[src/shared/lock_supervisor_defs.vh]
// constants for the motor lock fault supervisor
`ifndef LOCK_SUPERVISOR_DEFS_VH
`define LOCK_SUPERVISOR_DEFS_VH

// register byte offsets
`define REG_CTRL 8'h00
`define REG_STATUS 8'h04
`define REG_INT_CLEAR 8'h08
`define REG_INT_ENABLE 8'h0C
`define REG_SPEED_THR 8'h10
`define REG_SYNC_LIMIT 8'h14
`define REG_ABSENT_CFG 8'h18
`define REG_RETRY_CFG 8'h1C
`define REG_PROBE_CFG 8'h20

// control register fields
`define CTRL_MODE_LSB 0
`define CTRL_EN1_BIT 4
`define CTRL_EN2_BIT 5
`define CTRL_EN3_BIT 6
`define CTRL_STARTUP_LSB 8
`define CTRL_CLEAR_BIT 31
`define CTRL_RESET 32'h0000_0000

// status fields
`define ST_CTRL_FAULT 0
`define ST_MOTOR_LOCK 1
`define ST_OVERSPEED 2
`define ST_SYNC_LOSS 3
`define ST_ABSENT 4
`define ST_PROBE_UP 5
`define ST_PROBE_DOWN 6
`define ST_PROBE_RATE 7
`define ST_SHUTDOWN 8

// response and startup method codes
`define MODE_REPORT 4'h8
`define STARTUP_PROBE 2'h2

// power-stage codes
`define STAGE_RUN 3'h4
`define STAGE_ALL_OFF 3'h0
`define STAGE_RECIRC 3'h1
`define STAGE_HIGH_ON 3'h2
`define STAGE_LOW_ON 3'h3

// timing
`define CLK_HZ 20000000
`define PROBE_DIV_10M 2
`define PROBE_DIV_1M 20
`define PROBE_DIV_100K 200
`define PROBE_DIV_10K 2000
`define RETRY_UNIT_MS 1
`define RETRY_UNIT_CYCLES (`CLK_HZ / 1000 * `RETRY_UNIT_MS)

`endif

[src/hdl/motor_lock_fault_supervisor.v]
// motor lock and probe timing fault supervisor with axi4-lite registers
`timescale 1ns/1ps
`default_nettype none
`include "lock_supervisor_defs.vh"

// How it works
// - enabled lock condition raises event, applies response
// - shutdown/retry modes drive fault pin, stage
// - stage codes: off, recirculate, high, low
// - event sets controller, lock, condition flags
// - latched shutdown ends on clear command
// - retry mode resumes after retry period
// - retry expiry clears the lock fault flags, keeps probe flags
// - report mode flags only, clear releases
// - disabled pattern takes no action
// - each detector has its own enable
// - overspeed when speed exceeds threshold
// - sync loss after counted missed crossings
// - absent motor after low current deglitch
// - probe ramps timed by twelve-bit timer
// - ramp-up retries at four slower clocks
// - ramp-down uses same four-step sequence
// - next probe before decay raises fault
// - controller clears latched fault when gone
module motor_lock_fault_supervisor #(
  parameter SPEED_W = 16,
  parameter RETRY_UNIT = `RETRY_UNIT_CYCLES
) (
  // clock and reset
  input wire sys_clk,
  input wire rst,
  // axi4-lite slave
  input wire [7:0] s_axi_awaddr,
  input wire s_axi_awvalid,
  output wire s_axi_awready,
  input wire [31:0] s_axi_wdata,
  input wire [3:0] s_axi_wstrb,
  input wire s_axi_wvalid,
  output wire s_axi_wready,
  output reg [1:0] s_axi_bresp,
  output reg s_axi_bvalid,
  input wire s_axi_bready,
  input wire [7:0] s_axi_araddr,
  input wire s_axi_arvalid,
  output wire s_axi_arready,
  output reg [31:0] s_axi_rdata,
  output reg [1:0] s_axi_rresp,
  output reg s_axi_rvalid,
  input wire s_axi_rready,
  // motor measurements
  input wire motor_running,
  input wire [SPEED_W-1:0] measured_speed,
  input wire zero_cross_missed,
  input wire [11:0] lowside_current,
  // probe sequence
  input wire probe_start_rampup,
  input wire probe_start_rampdown,
  input wire probe_current_reached,
  input wire probe_current_zero,
  input wire probe_pulse_cmd,
  // outputs
  output reg [2:0] power_stage_state,
  output reg fault_indicator_pin_n,
  output reg [11:0] probe_timer,
  output wire irq
);

  localparam ST_IDLE = 3'b001;
  localparam ST_UP = 3'b010;
  localparam ST_DOWN = 3'b100;
  // divider reloads, one less than the step ratio
  localparam [10:0] DIV_10M = `PROBE_DIV_10M - 1;
  localparam [10:0] DIV_1M = `PROBE_DIV_1M - 1;
  localparam [10:0] DIV_100K = `PROBE_DIV_100K - 1;
  localparam [10:0] DIV_10K = `PROBE_DIV_10K - 1;

  reg [31:0] ctrl;
  reg [31:0] speed_thr;
  reg [31:0] sync_limit;
  reg [31:0] absent_cfg;
  reg [31:0] retry_cfg;
  reg [8:0] status;
  reg [8:0] int_enable;
  reg [1:0] lock_kind;
  reg [15:0] sync_count;
  reg [15:0] absent_count;
  reg [31:0] retry_count;
  reg [2:0] probe_state;
  reg [1:0] probe_step;
  reg [10:0] probe_div;
  reg probe_decaying;
  reg aw_held, w_held;
  reg [7:0] aw_addr;
  reg [31:0] w_data;

  wire [3:0] lock_response_select = ctrl[`CTRL_MODE_LSB+3:`CTRL_MODE_LSB];
  wire overspeed_detect_enable = ctrl[`CTRL_EN1_BIT];
  wire sync_loss_detect_enable = ctrl[`CTRL_EN2_BIT];
  wire absent_motor_detect_enable = ctrl[`CTRL_EN3_BIT];
  wire [1:0] startup_method_select = ctrl[`CTRL_STARTUP_LSB+1:`CTRL_STARTUP_LSB];
  wire [SPEED_W-1:0] overspeed_threshold = speed_thr[SPEED_W-1:0];
  wire [11:0] absent_motor_current_threshold = absent_cfg[11:0];
  wire [15:0] absent_motor_deglitch_time = absent_cfg[31:16];
  wire [15:0] lock_retry_time_sel = retry_cfg[15:0];

  // response groups
  wire mode_disabled = lock_response_select[3] & lock_response_select[0];
  wire mode_latched = lock_response_select[3:2] == 2'b00;
  wire mode_retry = lock_response_select[3:2] == 2'b01;
  wire mode_report = lock_response_select == `MODE_REPORT;
  wire mode_acts = mode_latched | mode_retry | mode_report;

  // detectors
  wire overspeed_lock = overspeed_detect_enable & (measured_speed > overspeed_threshold);
  wire sync_loss_lock = sync_loss_detect_enable & (sync_count >= sync_limit[15:0]);
  wire absent_motor_lock = absent_motor_detect_enable & (absent_count > absent_motor_deglitch_time);
  wire any_lock = overspeed_lock | sync_loss_lock | absent_motor_lock;
  wire motor_lock_event = motor_running & any_lock & mode_acts & ~status[`ST_MOTOR_LOCK];

  wire lock_active = status[`ST_MOTOR_LOCK];
  wire shutdown = status[`ST_SHUTDOWN];
  wire [31:0] lock_retry_period = lock_retry_time_sel * RETRY_UNIT;
  wire retry_expired = shutdown & lock_kind == 2'b01 & retry_count >= lock_retry_period;
  wire fault_clear_bit = ctrl[`CTRL_CLEAR_BIT];
  wire clear_ok = fault_clear_bit & ~any_lock;

  // probe events
  wire probe_tick = probe_div == 11'd0;
  wire probe_overflow = probe_tick & (probe_timer == 12'hFFF);
  wire probe_up_fault = probe_state == ST_UP & probe_overflow & probe_step == 2'd3 & ~probe_current_reached;
  wire probe_down_fault = probe_state == ST_DOWN & probe_overflow & probe_step == 2'd3 & ~probe_current_zero;
  wire probe_rate_fault = probe_decaying & probe_pulse_cmd;

  // axi write
  assign s_axi_awready = ~aw_held & ~s_axi_bvalid;
  assign s_axi_wready = ~w_held & ~s_axi_bvalid;
  assign s_axi_arready = ~s_axi_rvalid;
  wire wr_go = aw_held & w_held & ~s_axi_bvalid;
  wire wr_ctrl = wr_go & aw_addr == `REG_CTRL;
  wire [8:0] sw_clear = (wr_go & aw_addr == `REG_INT_CLEAR) ? w_data[8:0] : 9'h000;

  always @(posedge sys_clk) begin
    if (rst) begin
      aw_held <= 1'b0;
      w_held <= 1'b0;
      aw_addr <= 8'h00;
      w_data <= 32'h0000_0000;
      s_axi_bvalid <= 1'b0;
      s_axi_bresp <= 2'b00;
      ctrl <= `CTRL_RESET;
      speed_thr <= 32'hFFFF_FFFF;
      sync_limit <= 32'h0000_0010;
      absent_cfg <= 32'h0000_0000;
      retry_cfg <= 32'h0000_0064;
      int_enable <= 9'h000;
    end else begin
      if (s_axi_awvalid & s_axi_awready) begin
        aw_held <= 1'b1;
        aw_addr <= s_axi_awaddr;
      end
      if (s_axi_wvalid & s_axi_wready) begin
        w_held <= 1'b1;
        w_data <= s_axi_wdata;
      end
      // clear command is a self-clearing pulse
      ctrl[`CTRL_CLEAR_BIT] <= 1'b0;
      if (wr_go) begin
        aw_held <= 1'b0;
        w_held <= 1'b0;
        s_axi_bvalid <= 1'b1;
        s_axi_bresp <= 2'b00;
        case (aw_addr)
          `REG_CTRL: ctrl <= w_data;
          `REG_INT_ENABLE: int_enable <= w_data[8:0];
          `REG_SPEED_THR: speed_thr <= w_data;
          `REG_SYNC_LIMIT: sync_limit <= w_data;
          `REG_ABSENT_CFG: absent_cfg <= w_data;
          `REG_RETRY_CFG: retry_cfg <= w_data;
          `REG_STATUS, `REG_INT_CLEAR: s_axi_bresp <= 2'b00;
          default: s_axi_bresp <= 2'b10;
        endcase
      end else if (s_axi_bvalid & s_axi_bready) begin
        s_axi_bvalid <= 1'b0;
      end
    end
  end

  // axi read
  always @(posedge sys_clk) begin
    if (rst) begin
      s_axi_rvalid <= 1'b0;
      s_axi_rdata <= 32'h0000_0000;
      s_axi_rresp <= 2'b00;
    end else if (s_axi_arvalid & s_axi_arready) begin
      s_axi_rvalid <= 1'b1;
      s_axi_rresp <= 2'b00;
      case (s_axi_araddr)
        `REG_CTRL: s_axi_rdata <= ctrl;
        `REG_STATUS: s_axi_rdata <= {23'h0, status};
        `REG_INT_CLEAR: s_axi_rdata <= 32'h0000_0000;
        `REG_INT_ENABLE: s_axi_rdata <= {23'h0, int_enable};
        `REG_SPEED_THR: s_axi_rdata <= speed_thr;
        `REG_SYNC_LIMIT: s_axi_rdata <= sync_limit;
        `REG_ABSENT_CFG: s_axi_rdata <= absent_cfg;
        `REG_RETRY_CFG: s_axi_rdata <= retry_cfg;
        `REG_PROBE_CFG: s_axi_rdata <= {20'h0, probe_timer};
        default: begin
          s_axi_rdata <= 32'h0000_0000;
          s_axi_rresp <= 2'b10;
        end
      endcase
    end else if (s_axi_rvalid & s_axi_rready) begin
      s_axi_rvalid <= 1'b0;
    end
  end

  // detector counters
  always @(posedge sys_clk) begin
    if (rst) begin
      sync_count <= 16'h0000;
      absent_count <= 16'h0000;
    end else begin
      if (~motor_running)
        sync_count <= 16'h0000;
      else if (zero_cross_missed & sync_count != 16'hFFFF)
        sync_count <= sync_count + 16'h0001;
      if (~motor_running | lowside_current >= absent_motor_current_threshold)
        absent_count <= 16'h0000;
      else if (absent_count != 16'hFFFF)
        absent_count <= absent_count + 16'h0001;
      if (wr_ctrl & w_data[`CTRL_CLEAR_BIT])
        sync_count <= 16'h0000;
    end
  end

  // lock response and status flags; hardware set wins over software clear
  always @(posedge sys_clk) begin
    if (rst) begin
      status <= 9'h000;
      lock_kind <= 2'b00;
      retry_count <= 32'h0000_0000;
      power_stage_state <= `STAGE_RUN;
      fault_indicator_pin_n <= 1'b1;
    end else begin
      if (motor_lock_event) begin
        status[`ST_CTRL_FAULT] <= 1'b1;
        status[`ST_MOTOR_LOCK] <= 1'b1;
        status[`ST_OVERSPEED] <= overspeed_lock;
        status[`ST_SYNC_LOSS] <= sync_loss_lock;
        status[`ST_ABSENT] <= absent_motor_lock;
        lock_kind <= lock_response_select[3:2];
        retry_count <= 32'h0000_0000;
        if (~mode_report) begin
          status[`ST_SHUTDOWN] <= 1'b1;
          fault_indicator_pin_n <= 1'b0;
          case (lock_response_select[1:0])
            2'b00: power_stage_state <= `STAGE_ALL_OFF;
            2'b01: power_stage_state <= `STAGE_RECIRC;
            2'b10: power_stage_state <= `STAGE_HIGH_ON;
            default: power_stage_state <= `STAGE_LOW_ON;
          endcase
        end
      end else if (lock_active) begin
        if (shutdown & lock_kind == 2'b01)
          retry_count <= retry_count + 32'h0000_0001;
        if (retry_expired | (lock_kind != 2'b01 & clear_ok)) begin
          status[`ST_SHUTDOWN:`ST_CTRL_FAULT] <= {status[`ST_SHUTDOWN] & 1'b0, status[7:5], 5'b00000};
          power_stage_state <= `STAGE_RUN;
          fault_indicator_pin_n <= 1'b1;
        end
      end
      if (probe_up_fault) status[`ST_PROBE_UP] <= 1'b1;
      else if (sw_clear[`ST_PROBE_UP] | clear_ok) status[`ST_PROBE_UP] <= 1'b0;
      if (probe_down_fault) status[`ST_PROBE_DOWN] <= 1'b1;
      else if (sw_clear[`ST_PROBE_DOWN] | clear_ok) status[`ST_PROBE_DOWN] <= 1'b0;
      if (probe_rate_fault) status[`ST_PROBE_RATE] <= 1'b1;
      else if (sw_clear[`ST_PROBE_RATE] | clear_ok) status[`ST_PROBE_RATE] <= 1'b0;
    end
  end

  // probe ramp timer: 12 bits, clock stepped down by ten each overflow
  always @(posedge sys_clk) begin
    if (rst) begin
      probe_state <= ST_IDLE;
      probe_step <= 2'd0;
      probe_div <= 11'd0;
      probe_timer <= 12'h000;
      probe_decaying <= 1'b0;
    end else begin
      probe_div <= probe_tick ? 11'd0 : probe_div - 11'd1;
      if (probe_tick) begin
        case (probe_step)
          2'd0: probe_div <= DIV_10M;
          2'd1: probe_div <= DIV_1M;
          2'd2: probe_div <= DIV_100K;
          default: probe_div <= DIV_10K;
        endcase
      end
      case (probe_state)
        ST_IDLE: begin
          if (startup_method_select == `STARTUP_PROBE & probe_start_rampup) begin
            probe_state <= ST_UP;
            probe_step <= 2'd0;
            probe_timer <= 12'h000;
            probe_div <= 11'd0;
          end else if (startup_method_select == `STARTUP_PROBE & probe_start_rampdown) begin
            probe_state <= ST_DOWN;
            probe_step <= 2'd0;
            probe_timer <= 12'h000;
            probe_div <= 11'd0;
            probe_decaying <= 1'b1;
          end
        end
        ST_UP: begin
          if (probe_current_reached)
            probe_state <= ST_IDLE;
          else if (probe_overflow) begin
            probe_timer <= 12'h000;
            if (probe_step == 2'd3) probe_state <= ST_IDLE;
            else probe_step <= probe_step + 2'd1;
          end else if (probe_tick)
            probe_timer <= probe_timer + 12'h001;
        end
        ST_DOWN: begin
          if (probe_current_zero) begin
            probe_state <= ST_IDLE;
            probe_decaying <= 1'b0;
          end else if (probe_overflow) begin
            probe_timer <= 12'h000;
            if (probe_step == 2'd3) begin
              probe_state <= ST_IDLE;
              probe_decaying <= 1'b0;
            end else
              probe_step <= probe_step + 2'd1;
          end else if (probe_tick)
            probe_timer <= probe_timer + 12'h001;
        end
        default: probe_state <= ST_IDLE;
      endcase
    end
  end

  assign irq = |(status & int_enable);

endmodule
`default_nettype wire

[config.mk]
export PLATFORM = sky130hd
export DESIGN_NAME = motor_lock_fault_supervisor
export DESIGN_NICKNAME = d
export VERILOG_FILES = /design/src/hdl/motor_lock_fault_supervisor.v
export VERILOG_INCLUDE_DIRS = /design/src /design/src/shared
export SDC_FILE = /design/constraint.sdc
export NUM_CORES = 1
export LEC_CHECK = 0
export ABC_CLOCK_PERIOD_IN_PS = 11550
export BUFFER_PORTS_ARGS = -buffer_cell sky130_fd_sc_hd__buf_2
export CORE_UTILIZATION = 43
export CTS_BUF_LIST = sky130_fd_sc_hd__clkbuf_8
export CTS_CLUSTER_DIAMETER = 80
export CTS_CLUSTER_SIZE = 28
export DETAILED_ROUTE_END_ITERATION = 12
export SYNTH_ARGS = -nofsm -noshare
export SYNTH_HDL_FRONTEND = slang
export SYNTH_SLANG_ARGS = --single-unit
[constraint.sdc]
create_clock -name sys_clk -period 11.55 [get_ports sys_clk]
set_clock_uncertainty 0.2 [all_clocks]
set_input_delay 2.31 -clock sys_clk [delete_from_list [all_inputs] [get_ports sys_clk]]
set_output_delay 2.31 -clock sys_clk [all_outputs]
set_load 0.01 [all_outputs]
==> results.txt <==
Util after Layout: 47.74%
Compound-Gate Fraction of Synth Area: 18.17%
Tightest Pin Transition: 1240 ps
clk root buf: clkbuf_8
detailed-route wire length: 54,710 µm
Fin. Hold Viols: 0
final net count: 2,651
adder-cell share of the synthesized area: 14.72%
crit-path max cell delay: 570 ps
Switching Fraction: 28.65%
outcome: complete, no violations
Port-buffer cells: 145
critical path peak fanout: 5
Initial Util: 43.72%
Post-route DRC: 0
r2r endpoint: power_stage_state[2]
unrepaired setup endpoints after global routing: false
Pleak: 8.263 nW
Final Slew Violations: 0
Psw: 0.6342 mW
CTS Sinks: 354
CTS tree: built
worst ir drop on vdd: 0.07102 mV
Synth Warn #: 0
top-count cell post-synth: nand2_1
syn avg cell area: 8.301 µm²
min cycle time layout: 7561 ps
total CTS buffers: 21
largest family of logic cells by synthesized area: compound AO/OA/AOI/OAI gates
layout cell share with drive strength beyond 1: 10.08%
asr flop ratio synth: 0%
xor-xnor portion of the synthesized cell area: 3.944%
Reg2Reg Depth: 26
Crit Path Category: register to register
ANT nets after route: 0
Largest delay share family, worst path: compound AO/OA/AOI/OAI gates
reg2reg setup slack: 3990 ps
GRT Residual Overflow: 0
Final Power: 2.214 mW
relative slew slack: 17.36%
Setup Total Neg Slack: 0 ps
power density over the cells: 107.4 mW/mm²
ANT cells: 0
mux cell area share after synthesis: 1.644%
worst hold stages: 2
final setup fails: 0
initial antenna violation count: 1
Yosys top cell by area: dfxtp_1
Clk Latency, worst-skew pair: 640 ps
Synth top cells by count: 438 x nand2_1, 354 x dfxtp_1, 240 x a21oi_1
chip height: 211.5 µm
met1 global-route usage: 32.39%
crit path DAT: 7910 ps
top-area cell type share of the netlist area: 37.54%
hold buffer count at CTS: 0
hpwl dp: 38,350 µm
die span in x: 211.5 µm
vias in the first global route: 15,640
postcts setup bufs: 0
Yosys reg bits: 354
first-pass GRT wire length: 85,810 µm
Hold Path End: ctrl[7]
Clk network pwr share: 31.3%
TritonRoute pass-1 iters: 8
Max Fclk: 132.3 MHz
global routing usage on met2: 41.74%
routability cong.: 0.9065
CTS H-tree depth: 1
worst hold start: ctrl[7]
busiest grt layer: met2
Simple-Gate Fraction of Synth Area: 17.82%
met3 global-route usage: 3.160%
vias per cell: 5.551
Hold WC Path Type: register to register
CORE AREA: 0.04317 mm²
die area: 0.04474 mm²
sequential share of the synthesized area: 37.54%
Max Root-Sink Buffers: 3
row cnt: 76
Comb power frac: 9.8%
gr usage total: 24.38%
drt initial violations: 1,463
WP buf/inv: 4
number of synthesized flops with an enable pin: 0
Mapped Area: 0.01888 mm²
required time worst endpoint: 11,900 ps
routed vias: 16,400
Synth Instances: 2,274
number of primary I/O pins: 152
part of the power in registers: 59.0%
clock-pin transition on the worst setup and hold timing paths: 140 ps
post-CTS sizing: 0
Synth-to-Final Area Change: 9.194%
Primary FF master, synth: dfxtp_1
largest net degree at the start of global routing: 90
Synth area leaders: dfxtp_1 38%, ha_1 11%, nand2_1 8.7%
internal power: 1.580 mW
critical path startpoint category: register
slowest CP cell: fa_1
synth unique cells: 70
Routed WL per cell: 18.52 µm
RR Startpoint: retry_cfg[5]
critical path endpoint category: register
final worst-path cycle share: 65.47%
# Max-Cap Violations: 0
[worst max path at each step]
stage / depth (start not counted) / startpoint / to
floorplan: 26 / retry_cfg[5] / power_stage_state[2]
global placement: 26 / retry_cfg[5] / power_stage_state[2]
detailed placement: 26 / retry_cfg[5] / power_stage_state[2]
CTS: 26 / retry_cfg[5] / power_stage_state[2]
global route: 26 / retry_cfg[5] / power_stage_state[2]
finish: 26 / retry_cfg[5] / power_stage_state[2]
[placed cells by master, fill, tap and decap left out, types with 5 or more instances in the layout]
cell	count
o211ai_1	28
o21ai_0	66
and2_1	8
a22o_1	17
inv_1	188
fa_1	35
a221oi_1	15
buf_2	144
nand3_1	37
nand2_1	438
nor3_1	23
a31oi_1	36
ha_1	166
a22oi_1	27
a21oi_1	240
and4_1	6
nand4_1	23
buf_4	21
o2111ai_1	5
and3_1	26
clkbuf_8	24
a222oi_1	29
xnor2_1	32
nor4_1	6
mux2i_1	31
a311oi_1	5
xor2_1	53
nor2b_1	14
dfxtp_1	354
a211oi_1	7
a21o_1	26
o21a_1	7
nand2b_1	10
nor2_2	15
nor2_1	129
[worst reg2reg max path, stage by stage, from the launching register on]
cell and delay [ps]:
dfxtp_1 530, inv_1 210, fa_1 570, inv_1 40, ha_1 300, fa_1 500
ha_1 290, inv_1 50, fa_1 500, inv_1 40, ha_1 340, a2111oi_0 410
o21ai_0 240, a22oi_1 270, a31oi_1 180, a211o_1 290, o21ai_0 160, a21oi_1 100
xnor2_1 160, ha_1 260, a21o_1 190, a211o_1 350, nor4b_1 380, a32o_1 330
o311ai_4 180, nor2b_1 230, a21o_1 170
[cells by family after synthesis]
logic type | count (synthesis)
buffers and inverters | 295
other | 1
adder cells (fa/ha/maj) | 201
AND/OR/NAND/NOR | 769
multiplexers | 31
XOR/XNOR | 85
flip-flops | 354
AO/OA/AOI/OAI | 538
[power by group through the flow]
stage,logic [mW],clock network [mW],registers [mW]
after floorplan,0.145,0,1.32
final,0.216,0.692,1.31
after global routing,0.241,0.753,1.31
after global placement,0.210,0,1.33
after CTS,0.217,0.708,1.30
after detailed placement,0.216,0,1.33
[routing by layer]
| metal | share of wire [%] | wire [µm] |
|---|---|---|
| met1 | 45 | 24440 |
| met3 | 5.8 | 3167 |
| met5 | 0.022 | 12 |
| met4 | 2.1 | 1156 |
| met2 | 47 | 25940 |
[area by class of cell]
type / count / area, µm²
Fill cell: 4301 / 22560
Clock inverter: 13 / 175.2
Timing Repair Buffer: 166 / 889.6
Sequential cell: 354 / 7087
Inverter: 187 / 701.9
Tap cell: 585 / 732.0
Multi-Input combinational cell: 1626 / 10700
Clock buffer: 24 / 330.3
[registers in the layout (all words and copies together), names as in the netlist, 32 cells and up]
signal       flops
absent_cfg      32
ctrl            32
speed_thr       32
sync_limit      32
retry_cfg       32
retry_count     32
s_axi_rdata     32
w_data          32
[through the flow]
| stage | hold WS (ps) | instance area, µm² | setup slack [ps] | instances |
|---|---|---|---|---|
| after global placement | 240.8 | 20110 | 4125 | 2918 |
| after global routing | 279.2 | 20610 | 3444 | 2955 |
| after floorplan | 230.1 | 18880 | 5084 | 2275 |
| after detailed placement | 246.3 | 20110 | 4124 | 2918 |
| after CTS | 266.4 | 20610 | 4029 | 2955 |
| final | 264.7 | 20610 | 3989 | 2955 |
Note: power is estimated with default switching activity, not from simulation.
